--- src/spp_pkg.sv ---
// Package for the serial peripheral port: field positions, reset values, carriers.
// Assumes a single bus clock domain; serial pins are sampled as synchronous inputs.
package spp_pkg;
	localparam int WORD_BITS     = 16;
	localparam int CTRL_SEL_BIT  = 0;
	localparam int FMT_PHASE_BIT = 16;
	localparam int FMT_POL_BIT   = 17;
	localparam int FMT_PS_LSB    = 8;
	localparam int FMT_PS_MSB    = 15;
	localparam int FIFO_DEPTH    = 32;
	localparam logic [31:0] FMT_RESET  = 32'h0000_0000;
	localparam logic [31:0] CTRL_RESET = 32'h0000_0000;

	typedef struct packed {
		logic        sel;
		logic        ssel_n;
		logic        sclk;
		logic        mosi;
	} spp_pins_t;

	typedef struct packed {
		logic        sample_rise;
		logic        launch_rise;
	} spp_edges_t;
endpackage

--- src/spp_port.sv ---
// Serial peripheral port: peripheral-mode shifter plus a 32-word receive FIFO.
// Assumes the bus clock is well above the serial clock so pins can be oversampled.
// How it works
// - Peripheral mode when control bit 0 clear
// - Format bit 16 selects clock phase
// - Format bit 17 selects clock polarity
// - Prescale bits 15:8 bound serial clock period
// - Pol/phase equal: sample on falling edge
// - Pol/phase differ: sample on rising edge
// - Pol/phase equal: update after rising edge
// - Pol/phase differ: update after falling edge
`timescale 1ns/100ps
module spp_fifo #(
	parameter int WIDTH = 16,
	parameter int DEPTH = 32
) (
	input  wire logic             clk,
	input  wire logic             rst,
	input  wire logic             ce,
	input  wire logic             in_valid,
	output logic                  in_ready,
	input  wire logic [WIDTH-1:0] in_data,
	output logic                  out_valid,
	input  wire logic             out_ready,
	output logic      [WIDTH-1:0] out_data
);
	localparam int AW = $clog2(DEPTH);
	logic [WIDTH-1:0] mem [DEPTH];
	logic [AW:0]      wp;
	logic [AW:0]      rp;
	logic [AW:0]      next_wp;
	logic [AW:0]      next_rp;
	logic             push;
	logic             pop;

	always_comb begin
		in_ready  = (wp - rp) != (AW+1)'(DEPTH);
		out_valid = wp != rp;
		push      = ce && in_valid && in_ready;
		pop       = ce && out_valid && out_ready;
		next_wp   = push ? wp + 1'b1 : wp;
		next_rp   = pop ? rp + 1'b1 : rp;
		out_data  = mem[rp[AW-1:0]];
	end

	always_ff @(posedge clk) begin
		if (rst) begin
			wp <= '0;
			rp <= '0;
		end else begin
			wp <= next_wp;
			rp <= next_rp;
		end
		if (push) begin
			mem[wp[AW-1:0]] <= in_data;
		end
	end
endmodule

module spp_port #(
	parameter int WORD = spp_pkg::WORD_BITS,
	parameter int DEPTH = spp_pkg::FIFO_DEPTH
) (
	input  wire logic            CLK,
	input  wire logic            RST,
	input  wire logic            CE,
	input  wire logic [31:0]     GLOBAL_CONTROL_REG,
	input  wire logic [31:0]     FORMAT_REG,
	input  wire logic            CHIP_SELECT_N,
	input  wire logic            SERIAL_CLOCK_IN,
	input  wire logic            HOST_TO_PERIPH_LINE,
	output logic                 PERIPH_TO_HOST_LINE,
	output logic                 PERIPH_TO_HOST_OE,
	input  wire logic [WORD-1:0] TX_WORD,
	input  wire logic            TX_VALID,
	output logic                 TX_READY,
	output logic [WORD-1:0]      RX_WORD,
	output logic                 RX_VALID,
	input  wire logic            RX_READY,
	output logic                 RX_OVERRUN,
	output logic                 ACTIVE,
	output logic [7:0]           CLOCK_PRESCALE
);
	// Counter runs to WORD, one past the last bit index, so it needs an extra code
	localparam int               cnt_w    = $clog2(WORD + 1);
	localparam logic [cnt_w-1:0] cnt_zero = cnt_w'(0);
	localparam logic [cnt_w-1:0] cnt_one  = cnt_w'(1);
	localparam logic [cnt_w-1:0] cnt_last = cnt_w'(WORD - 1);
	localparam logic [cnt_w-1:0] cnt_full = cnt_w'(WORD);

	spp_pkg::spp_pins_t  pins;
	spp_pkg::spp_edges_t edg;
	logic                sclk_d;
	logic [cnt_w-1:0]    cnt;
	logic [cnt_w-1:0]    next_cnt;
	logic [WORD-1:0]     rx_sh;
	logic [WORD-1:0]     next_rx_sh;
	logic [WORD-1:0]     tx_sh;
	logic [WORD-1:0]     next_tx_sh;
	logic                sdo;
	logic                next_sdo;
	logic                fin;
	logic                next_fin;
	logic                next_ovr;
	logic                f_ready;
	logic                rise;
	logic                fall;
	logic                smp;
	logic                lau;
	logic                phase;
	logic                pol;
	logic                first_out;
	logic                shift_out;
	logic                take_in;

	// Prescale exported for the host-side divider setting; period >= value+1 bus clocks
	assign CLOCK_PRESCALE = FORMAT_REG[spp_pkg::FMT_PS_MSB:spp_pkg::FMT_PS_LSB];

	// Sampling and launching pick their edge the same way
	function automatic logic pick_edge(
		input logic want_rise,
		input logic r,
		input logic f
	);
		return want_rise ? r : f;
	endfunction

	always_comb begin
		pins.sel    = ~GLOBAL_CONTROL_REG[spp_pkg::CTRL_SEL_BIT];
		pins.ssel_n = CHIP_SELECT_N;
		pins.sclk   = SERIAL_CLOCK_IN;
		pins.mosi   = HOST_TO_PERIPH_LINE;
		phase       = FORMAT_REG[spp_pkg::FMT_PHASE_BIT];
		pol         = FORMAT_REG[spp_pkg::FMT_POL_BIT];
		edg.sample_rise = pol ^ phase;
		edg.launch_rise = ~(pol ^ phase);
		rise = pins.sclk & ~sclk_d;
		fall = ~pins.sclk & sclk_d;
		smp  = pick_edge(edg.sample_rise, rise, fall);
		lau  = pick_edge(edg.launch_rise, rise, fall);
		// Mode bit and select gate everything below; outside that the pins are ignored
		ACTIVE = pins.sel && !pins.ssel_n;
		// Phase 0 puts the top bit out on the first launch edge and shifts on later ones
		first_out = lau && !phase && cnt == cnt_zero;
		shift_out = lau && !first_out && cnt != cnt_full;
		take_in   = smp && cnt != cnt_full;

		next_cnt   = cnt;
		next_rx_sh = rx_sh;
		next_tx_sh = tx_sh;
		next_sdo   = sdo;
		next_fin   = 1'b0;
		next_ovr   = RX_OVERRUN;
		TX_READY   = 1'b0;
		if (!ACTIVE) begin
			// Load while idle: phase 1 samples first, so the top bit must already be out
			next_cnt   = cnt_zero;
			next_tx_sh = TX_VALID ? TX_WORD : '0;
			TX_READY   = 1'b1;
			next_sdo   = next_tx_sh[WORD-1];
		end else begin
			if (shift_out) begin
				next_tx_sh = {tx_sh[WORD-2:0], 1'b0};
				next_sdo   = tx_sh[WORD-2];
			end
			if (first_out) begin
				next_sdo = tx_sh[WORD-1];
			end
			if (take_in) begin
				next_rx_sh = {rx_sh[WORD-2:0], pins.mosi};
				next_cnt   = cnt + cnt_one;
				next_fin   = cnt == cnt_last;
			end
		end
		// Overrun is sticky until reset; a word is dropped rather than stalling the host
		if (fin && !f_ready) begin
			next_ovr = 1'b1;
		end
	end

	always_ff @(posedge CLK) begin
		if (RST) begin
			sclk_d     <= 1'b0;
			cnt        <= '0;
			rx_sh      <= '0;
			tx_sh      <= '0;
			sdo        <= 1'b0;
			fin        <= 1'b0;
			RX_OVERRUN <= 1'b0;
			PERIPH_TO_HOST_OE <= 1'b0;
		end else if (CE) begin
			sclk_d     <= pins.sclk;
			cnt        <= next_cnt;
			rx_sh      <= next_rx_sh;
			tx_sh      <= next_tx_sh;
			sdo        <= next_sdo;
			fin        <= next_fin;
			RX_OVERRUN <= next_ovr;
			// Registered, so the line is let go one bus clock after select rises
			PERIPH_TO_HOST_OE <= ACTIVE;
		end
	end

	assign PERIPH_TO_HOST_LINE = sdo;

	spp_fifo #(
		.WIDTH(WORD),
		.DEPTH(DEPTH)
	) u_fifo (
		.clk      (CLK),
		.rst      (RST),
		.ce       (CE),
		.in_valid (fin),
		.in_ready (f_ready),
		.in_data  (rx_sh),
		.out_valid(RX_VALID),
		.out_ready(RX_READY),
		.out_data (RX_WORD)
	);
endmodule

--- config.mk ---
export PLATFORM = sky130hd
export DESIGN_NAME = spp_port
export DESIGN_NICKNAME = d
export VERILOG_FILES = /design/src/spp_pkg.sv /design/src/spp_port.sv
export SDC_FILE = /design/constraint.sdc
export NUM_CORES = 1
export LEC_CHECK = 0
export BUFFER_PORTS_ARGS = -buffer_cell sky130_fd_sc_hd__clkbuf_2
export CAP_MARGIN = 10
export CORE_MARGIN = 3
export CORE_UTILIZATION = 61
export DETAILED_ROUTE_END_ITERATION = 8
export GPL_ROUTABILITY_DRIVEN = 0
export HOLD_SLACK_MARGIN = 0.15
export MAX_ROUTING_LAYER = met4
export PLACE_DENSITY = 0.77
export SLEW_MARGIN = 10
export SYNTH_ARGS = -nofsm -noshare
export SYNTH_HDL_FRONTEND = slang
export SYNTH_SLANG_ARGS = --single-unit
--- constraint.sdc ---
create_clock -name CLK -period 4 [get_ports CLK]
set_input_delay 0.8 -clock CLK [delete_from_list [all_inputs] [get_ports CLK]]
set_output_delay 0.8 -clock CLK [all_outputs]
set_load 0.01 [all_outputs]
==> results.md, run 1 <==
* Post-synth EDFFs at 512
* # fillers at 2063
* Critical Path, Cell by Cell: buf_12 -> mux4_2 -> mux4_2 -> mux2_2 -> clkbuf_2
* Clock tree buffer depth at 3
* # hold bufs at CTS at 0
* Ports at 118
* Final Hold Fails at 0
* Largest fanout on the critical path at 30
* Pwr dens at 470 nW/um2
* RSZ-0062 raised after global routing: false
* Std cell rows at 69
* Share of post-route cells with drive strength above 1 at 0.322
* DRC at 0
* Status: finished, final reports clean
* Antenna-violating nets left at 0
* Initial DRC count at 1373
* CTS buffer count at 55
* Worst-margin pin slew at 1.20 ns
* Critical Path Sink: RX_WORD[12]
* Hpwl dp at 26300 um
* Syn_nets at 1217
* Vias at 11300
* Nets at 1304
* Commonest non-fill, non-tap cells in the layout: edfxtp_1, mux4_2, clkbuf_16
* Largest net degree at the start of global routing at 47
* Seq/Total Area, Yosys at 0.742
* GRT met1 Usage at 0.367
* # port buffers at 48
* Synth cell types at 50
* Area added between synthesis and finish at 13.4%
* # clock sinks at 571
* Core Area at 35800 um2
* Ys flop type: edfxtp_1
* Leading cell type in the layout, fill and taps excluded: edfxtp_1
* Grt met2 use at 0.419
* Slowest stage cell, crit path: dfxtp_4
* Ys Warns at 0
* Leak Pwr at 8.25 nW
* Post-synth ARST share at 0
* Tmin final at 3.89 ns
* Mapped Area at 22300 um2
* Peak Freq at 0.257 GHz
* Worst Skew at 0.0169 ns
* # setup viols final at 0
* Reg-to-reg endpoint: u_fifo.mem[29][4]$_DFFE_PP_
* Total Die Area at 38900 um2
* Overflow after GRT at 0
* Area of the multi-input gates at 5540 um2
* CP Capture Type: output port
* TritonCTS clock tree: yes
* Worst hold slack at 0.465 ns
* Gate Count Post-Synth at 1116
* Clock transition at path regs at 0.06 ns
* Syn_area_per_cell at 20.0 um2
* Worst r2r path cells at 9
* Number of global-route vias before repair at 11600
* R2R setup slack at 0.38 ns
* Vias per cell at 6.59
* Synth Register Bits at 571
* Setup crit start kind: flop
* Gr usage total at 0.267
* GR Util met3 at 0.0399
* Maxcap violations at 0
* Antenna diodes at 0
* Setup_tns at 0 ns
* Crit path kind: reg2out
* Initial antenna violation count at 0
* CP peak stage delay at 0.59 ns
* First-pass GRT wire length at 73200 um
* Crit path top cell by count: mux4_2
* Fin. max-slew vios at 0
* H-tree depth at 2
* Worst EP required at 3.20 ns
* Max-Slew Margin vs Limit at 0.201
* Crit path DAT at 3.09 ns
* Starting Density at 0.623
* Final wirelength at 48400 um
* Chip Width at 197 um
* Clock Latency Late Sink at 0.60 ns
* DIE HEIGHT at 197 um
* Worst VDD drop at 504 uV
* Drt pass-1 iters at 5
* Sequential cell area at 16600 um2
* Crit share post-route at 0.973
* Source of the worst register-to-register timing path: u_fifo.rp[2]$_SDFFE_PP0N_
* Hold Path Class: in2reg
* CTS Root Cell: clkbuf_16
* Busiest grt layer: met2
* Wire per inst at 28.4 um
-- report_power, final --
group          internal [mW]  leakage, nW  switching, mW  total [mW]
clock                   3.24        0.938           2.16        5.40
sequential              6.41         5.54        0.00886        6.42
combinational         0.0326         1.77         0.0524      0.0849
-- synth_stat cells, drive strengths merged (2+ instances only) --
cell | instances | area share
edfxtp | 512 | 0.69
mux4 | 160 | 0.16
nor2 | 75 | 0.013
dfxtp | 59 | 0.053
nand2 | 57 | 0.0096
clkbuf | 37 | 0.0062
a21oi | 28 | 0.0063
buf | 27 | 0.0069
nand3 | 23 | 0.0052
mux2 | 21 | 0.011
a311oi | 16 | 0.0063
ha | 13 | 0.0073
inv | 12 | 0.0020
o21ai | 10 | 0.0022
nor3 | 7 | 0.0018
nor2b | 5 | 0.0014
or3 | 5 | 0.0014
xnor2 | 5 | 0.0020
and2 | 3 | 0.00084
and3 | 3 | 0.00084
o21a | 3 | 0.0010
xor2 | 3 | 0.0012
a211o | 2 | 0.00078
a211oi | 2 | 0.00067
a22oi | 2 | 0.00067
a31oi | 2 | 0.00056
mux2i | 2 | 0.00090
nand2b | 2 | 0.00056
nand3b | 2 | 0.00067
nand4 | 2 | 0.00056
o2bb2ai | 2 | 0.00078
or2 | 2 | 0.00056
-- logic make-up (layout without fill, tap and decap cells) --
family / after synthesis / count (layout) / synth area share
DFF: 571 / 571 / 0.742
and+or+nand+nor: 189 / 189 / 0.0371
muxes: 183 / 183 / 0.173
buffers and inverters: 77 / 208 / 0.0154
AOI/OAI and AO/OA: 75 / 75 / 0.0226
adders and majority gates: 13 / 13 / 0.00729
xor gates and xnor gates: 8 / 8 / 0.00314
-- registers in the layout, indices dropped and copies added (netlist names), named ones only --
| register | count |
|---|---|
| u_fifo.wp | 6 |
| cnt | 5 |
| sclk_d | 1 |
| rx_sh | 16 |
| fin | 1 |
| PERIPH_TO_HOST_OE | 1 |
| u_fifo.mem | 512 |
| RX_OVERRUN | 1 |
| tx_sh | 16 |
| u_fifo.rp | 6 |
| PERIPH_TO_HOST_LINE | 1 |
-- area by class of cell --
| class | instances | share of cell area |
|---|---|---|
| inverters | 13 | 0.00193 |
| well taps | 461 | 0.0228 |
| clock buffers | 78 | 0.0648 |
| flip-flops and latches | 571 | 0.654 |
| clock inverters | 23 | 0.0106 |
| multi-input cells | 468 | 0.219 |
| repair buffers | 94 | 0.0270 |
-- repair_timing --
| action | CTS | global route |
|---|---|---|
| resized for setup | 0 | 7 |
| endpoints found under the setup margin | 0 | 64 |
| setup buffers | 0 | 0 |
| endpoints found under the hold margin | 0 | 0 |
-- critical path, delay by kind of cell, from the launching register on --
family / cells / cell delay [ns]
buffers and inverters: 2 / 0.46
multiplexers: 3 / 1.43
flip-flops: 1 / 0.59
-- worst min-delay path by stage --
stage                             from                       to  slack, ns  depth (start not counted)
2_1_floorplan    tx_sh[0]$_SDFFE_PP0P_    tx_sh[0]$_SDFFE_PP0P_       0.45                          2
3_3_place_gp   RX_OVERRUN$_SDFFE_PP0P_  RX_OVERRUN$_SDFFE_PP0P_       0.46                          2
3_5_place_dp   RX_OVERRUN$_SDFFE_PP0P_  RX_OVERRUN$_SDFFE_PP0P_       0.47                          2
4_1_cts            HOST_TO_PERIPH_LINE    rx_sh[0]$_SDFFE_PP0P_       0.43                          3
5_1_grt            HOST_TO_PERIPH_LINE    rx_sh[0]$_SDFFE_PP0P_       0.48                          3
6_report           HOST_TO_PERIPH_LINE    rx_sh[0]$_SDFFE_PP0P_       0.47                          3
-- stage by stage --
stage                     cells  instance area [um2]  setup WS, ns  total power, mW   util
after global placement     1606                23300         0.405             6.63  0.652
final                      1708                25300         0.107             11.9  0.707
after CTS                  1707                25300        0.0521             12.0  0.705
after detailed placement   1606                23300         0.287             6.63  0.652
after global routing       1708                25300       0.00481             12.2  0.707
after floorplan            1116                22300          1.03             6.61      -
-- per-layer routing --
layer	wire length, um	vias up
met5	0	-
met3	3550	112
li1	-	4726
met2	24100	581
met1	19100	5831
met4	1700	0
(Power assumes the default switching activity.)
==> run 2: changes to the inputs <==
clock period = 4.1 ns   (was 4 ns; I/O delays follow)
==> results.md, run 2 (synthesis gave the netlist of run 1 again) <==
* Largest fanout on the critical path at 26
* CTS Root Cell: clkbuf_16
* CTS buffer count at 54
* Starting Density at 0.623
* Worst VDD drop at 309 uV
* Crit path kind: reg2out
* Antenna diodes at 0
* Pwr Total at 11.3 mW
* Peak Freq at 0.258 GHz
* Vias per cell at 6.58
* Setup_tns at 0 ns
* H-tree depth at 2
* Status: finished, final reports clean
* Hpwl dp at 26800 um
* Leading cell type in the layout, fill and taps excluded: edfxtp_1
* Chip Width at 197 um
* Max-Slew Margin vs Limit at 0.196
* Worst EP required at 3.28 ns
* Initial DRC count at 1295
* TritonCTS clock tree: yes
* Crit share post-route at 0.946
* Slowest stage cell, crit path: dfxtp_4
* CP Capture Type: output port
* Gr usage total at 0.264
* Clock tree buffer depth at 3
* Clock transition at path regs at 0.06 ns
* Antenna-violating nets left at 0
* Placed Area at 23500 um2
* Hold Path Class: reg2reg
* # setup viols final at 0
* Commonest non-fill, non-tap cells in the layout: edfxtp_1, mux4_2, nand2_1
* DIE HEIGHT at 197 um
* Total Die Area at 38900 um2
* Nets at 1310
* Final Hold Fails at 0
* Initial antenna violation count at 0
* Clock Latency Late Sink at 0.58 ns
* Maxcap violations at 0
* Share of post-route cells with drive strength above 1 at 0.322
* Final instance area at 25300 um2
* Setup crit start kind: flop
* Crit path top cell by count: mux4_2
* Overflow after GRT at 0
* Largest net degree at the start of global routing at 38
* Crit path DAT at 3.06 ns
* Vias at 11300
* Worst-margin pin slew at 1.20 ns
* Final wirelength at 48900 um
* RSZ-0062 raised after global routing: false
* Worst Skew at 0.0215 ns
* First-pass GRT wire length at 72400 um
* Number of global-route vias before repair at 11500
* Ports at 118
* Pwr dens at 446 nW/um2
* Std cell rows at 69
* Core Area at 35800 um2
* DRC at 0
* CP peak stage delay at 0.65 ns
* Wire per inst at 28.5 um
* Area added between synthesis and finish at 13.4%
* Tmin final at 3.88 ns
* Leak Pwr at 8.23 nW
* # clock sinks at 571
* Max reg flops at 512
* Drt pass-1 iters at 5
* # port buffers at 48
* Critical Path, Cell by Cell: buf_12 -> mux4_2 -> mux4_2 -> mux2_2 -> clkbuf_2
* Fin. max-slew vios at 0
[run 2: changes by cell type in the layout (fill, tap and decap cells not counted), sizes merged]
cell / change
clkbuf: -12
clkinvlp: +5
bufinv: -1
clkinv: +8
buf: +7
[run 2: final timing paths]
| path | startpoint | endpoint | slack (ns) | depth (start not counted) |
|---|---|---|---|---|
| worst min-delay path | tx_sh[5]$_SDFFE_PP0P_ | tx_sh[6]$_SDFFE_PP0P_ | 0.48 | 2 |
| worst max-delay path | flop | RX_WORD[12] | 0.22 | 5 |
| worst max register to register | u_fifo.wp[4]$_SDFFE_PP0P_ | u_fifo.mem[30][12]$_DFFE_PP_ | 0.43 | 8 |
| worst min register to register | tx_sh[5]$_SDFFE_PP0P_ | tx_sh[6]$_SDFFE_PP0P_ | 0.48 | 2 |
[run 2: power breakdown]
| part | internal [mW] | leakage [nW] | switching (mW) |
|---|---|---|---|
| clock | 2.86 | 0.858 | 2.07 |
| sequential | 6.25 | 5.54 | 0.00876 |
| combinational | 0.0318 | 1.83 | 0.0515 |
[run 2: cell type report]
cell class	count	area, um2
Sequential cell	571	16600
Fill cell	2066	10500
Multi-Input combinational cell	468	5500
Clock buffer	66	1470
Timing Repair Buffer	101	833
Tap cell	461	577
Clock inverter	35	312
Inverter	13	48.8
[run 2: stage by stage]
| stage | cells | hold slack [ns] | util | setup slack [ns] |
|---|---|---|---|---|
| 6_report | 1715 | 0.476 | 0.706 | 0.221 |
| 5_1_grt | 1715 | 0.494 | 0.706 | 0.140 |
| 4_1_cts | 1714 | 0.481 | 0.706 | 0.0316 |
| 3_5_place_dp | 1613 | 0.466 | 0.656 | 0.498 |
| 3_3_place_gp | 1613 | 0.460 | 0.656 | 0.611 |
| 2_1_floorplan | 1116 | 0.446 | - | 1.13 |
[run 2: repair_timing]
action	CTS	global route
buffers inserted	0	1
hold buffers	0	0
setup endpoints to repair	0	2
gates resized for setup	0	0
[run 2: worst max-delay path: cells and delay by family (launching register included)]
| kind | cells | cell delay (ns) |
|---|---|---|
| mux | 3 | 1.37 |
| flops | 1 | 0.65 |
| buf+inv | 2 | 0.44 |
[run 2: layer usage]
metal	GRT usage	vias to the layer above	part of all wire	wire length [um]
met1	0.367	5811	0.39	19100
met2	0.411	619	0.49	24000
met5	-	-	0	0
met4	0.0842	0	0.031	1520
met3	0.0467	110	0.089	4350
li1	-	4737	-	-
==> run 3: changes to the inputs <==
REMOVE_ABC_BUFFERS = 1   (was unset)
SETUP_SLACK_MARGIN = 0.4   (was unset)
==> results.md, run 3 (synthesis gave the netlist of run 1 again) <==
* Final Hold Fails at 0
* RSZ-0062 raised after global routing: true
* Leading cell type in the layout, fill and taps excluded: edfxtp_1
* Sw frac at 0.189
* First-pass GRT wire length at 72500 um
* H-tree depth at 2
* Std cell rows at 69
* P_sw at 2.14 mW
* Hold Path Sink: rx_sh[0]$_SDFFE_PP0P_
* Leak Pwr at 8.38 nW
* Clock power frac at 0.441
* Worst-margin pin slew at 1.23 ns
* Largest net degree at the start of global routing at 38
* Hold Path Stages at 3
* Pwr Total at 11.3 mW
* Utilization after layout at 0.713
* # clock sinks at 571
* Grt met2 use at 0.416
* Hpwl dp at 25800 um
* Ports at 118
* Busiest grt layer: met2
* Share of post-route cells with drive strength above 1 at 0.315
* Antenna diodes at 0
* Commonest non-fill, non-tap cells in the layout: edfxtp_1, mux4_2, nor2_1
* Reg-to-reg endpoint: u_fifo.mem[8][7]$_DFFE_PP_
* GR Util met3 at 0.0479
* Power share of the sequential group at 0.552
* DRC at 0
* Area added between synthesis and finish at 14.4%
* Gr usage total at 0.265
* Max reg flops at 512
* Min-delay src: HOST_TO_PERIPH_LINE
* Clock Latency Late Sink at 0.60 ns
* Peak Freq at 0.269 GHz
* Clock transition at path regs at 0.06 ns
* Pwr dens at 444 nW/um2
* Final wirelength at 48900 um
* Nets at 1322
* Final instance area at 25500 um2
* Wire per inst at 28.3 um
* Non-Filler Instances at 1727
* Setup crit start kind: flop
* GRT met1 Usage at 0.366
* Number of global-route vias before repair at 11500
* Fin. max-slew vios at 0
* R2R setup slack at 0.82 ns
* Hold Path Class: in2reg
* Crit path kind: reg2out
* Initial antenna violation count at 0
* Overflow after GRT at 0
* Crit share post-route at 0.905
* Starting Density at 0.623
* # setup viols final at 0
* Tmin final at 3.71 ns
* Max-Slew Margin vs Limit at 0.176
* Clock tree buffer depth at 3
* Logic gate share of total power at 0.007
* CTS buffer count at 55
* Core Area at 35800 um2
* Worst hold slack at 0.460 ns
* Maxcap violations at 0
* # port buffers at 48
* CTS Root Cell: clkbuf_16
* Vias per cell at 6.55
* TritonCTS clock tree: yes
* Total Die Area at 38900 um2
* Worst EP required at 3.28 ns
* Source of the worst register-to-register timing path: u_fifo.rp[2]$_SDFFE_PP0N_
* Vias at 11300
* Status: finished, final reports clean
* Drt pass-1 iters at 7
* Placed Area at 23300 um2
* DIE HEIGHT at 197 um
* CP Capture Type: output port
* Largest fanout on the critical path at 8
* Initial DRC count at 1469
* Antenna-violating nets left at 0
* Worst VDD drop at 339 uV
* Chip Width at 197 um
* Placed Instances at 1609
* Internal power at 9.20 mW
* Crit path DAT at 2.89 ns
* Worst Skew at 0.0171 ns
* Worst r2r path cells at 9
* # hold bufs at CTS at 0
-- run 3: cell types whose count changed in the layout (fill, tap and decap cells not counted), moves of 5 or more --
cell    before  now
buf_12      14    8
buf_16       1    8
nor2_2      31   15
buf_4       38   43
buf_6        0    5
mux2_2      21   16
mux2_4       0    5
nor2_1      44   60
-- run 3: layer usage --
metal / routed length [um] / part of all wire / vias up
met5: 0 / 0 / -
met4: 1170 / 0.024 / 0
met3: 4450 / 0.091 / 82
met2: 24600 / 0.50 / 580
met1: 18600 / 0.38 / 5891
li1: - / - / 4765
-- run 3: per-stage QoR --
| stage | setup WS [ns] | setup TNS, ns |
|---|---|---|
| finish | 0.388 | 0 |
| global route | 0.329 | 0 |
| CTS | 0.350 | 0 |
| detailed placement | 0.875 | 0 |
| global placement | 0.876 | 0 |
| floorplan | -3.42 | -54.76 |
-- run 3: final cells by class --
cell class	count	area (um2)
clock inverters	32	318
inverters	13	48.8
well taps	461	577
repair buffers	112	1080
fillers	2093	10300
flip-flops and latches	571	16600
multi-input cells	468	5480
clock buffers	70	1470
-- run 3: how the worst max path moves through the flow --
stage / end / slack [ns] / cells past startpoint / from
finish: RX_WORD[9] / 0.39 / 7 / flop
global route: RX_WORD[9] / 0.33 / 6 / flop
CTS: RX_WORD[12] / 0.35 / 7 / flop
detailed placement: RX_WORD[10] / 0.87 / 5 / flop
global placement: RX_WORD[14] / 0.88 / 5 / flop
floorplan: RX_WORD[0] / -3.42 / 3 / flop
-- run 3: power by group through the flow --
stage / Sequential [mW] / Clock, mW / Combinational (mW)
finish: 6.26 / 5.00 / 0.0819
global route: 6.26 / 5.29 / 0.0928
floorplan: 6.39 / 0 / 0.0440
CTS: 6.26 / 5.07 / 0.0823
global placement: 6.39 / 0 / 0.0794
detailed placement: 6.39 / 0 / 0.0821
-- run 3: timing repair --
item / in CTS / in global routing
buffers inserted: 7 / 1
gates resized for setup: 14 / 14
gates cloned: 4 / 4
endpoints found under the setup margin: 16 / 16
endpoints found under the hold margin: 0 / 0
-- run 3: critical path, stage by stage, from the launching register on --
cell and delay [ns]:
dfxtp_4 0.40, buf_12 0.16, buf_12 0.13, buf_16 0.15, mux4_2 0.53, mux4_2 0.48
mux2_2 0.31, clkbuf_2 0.14
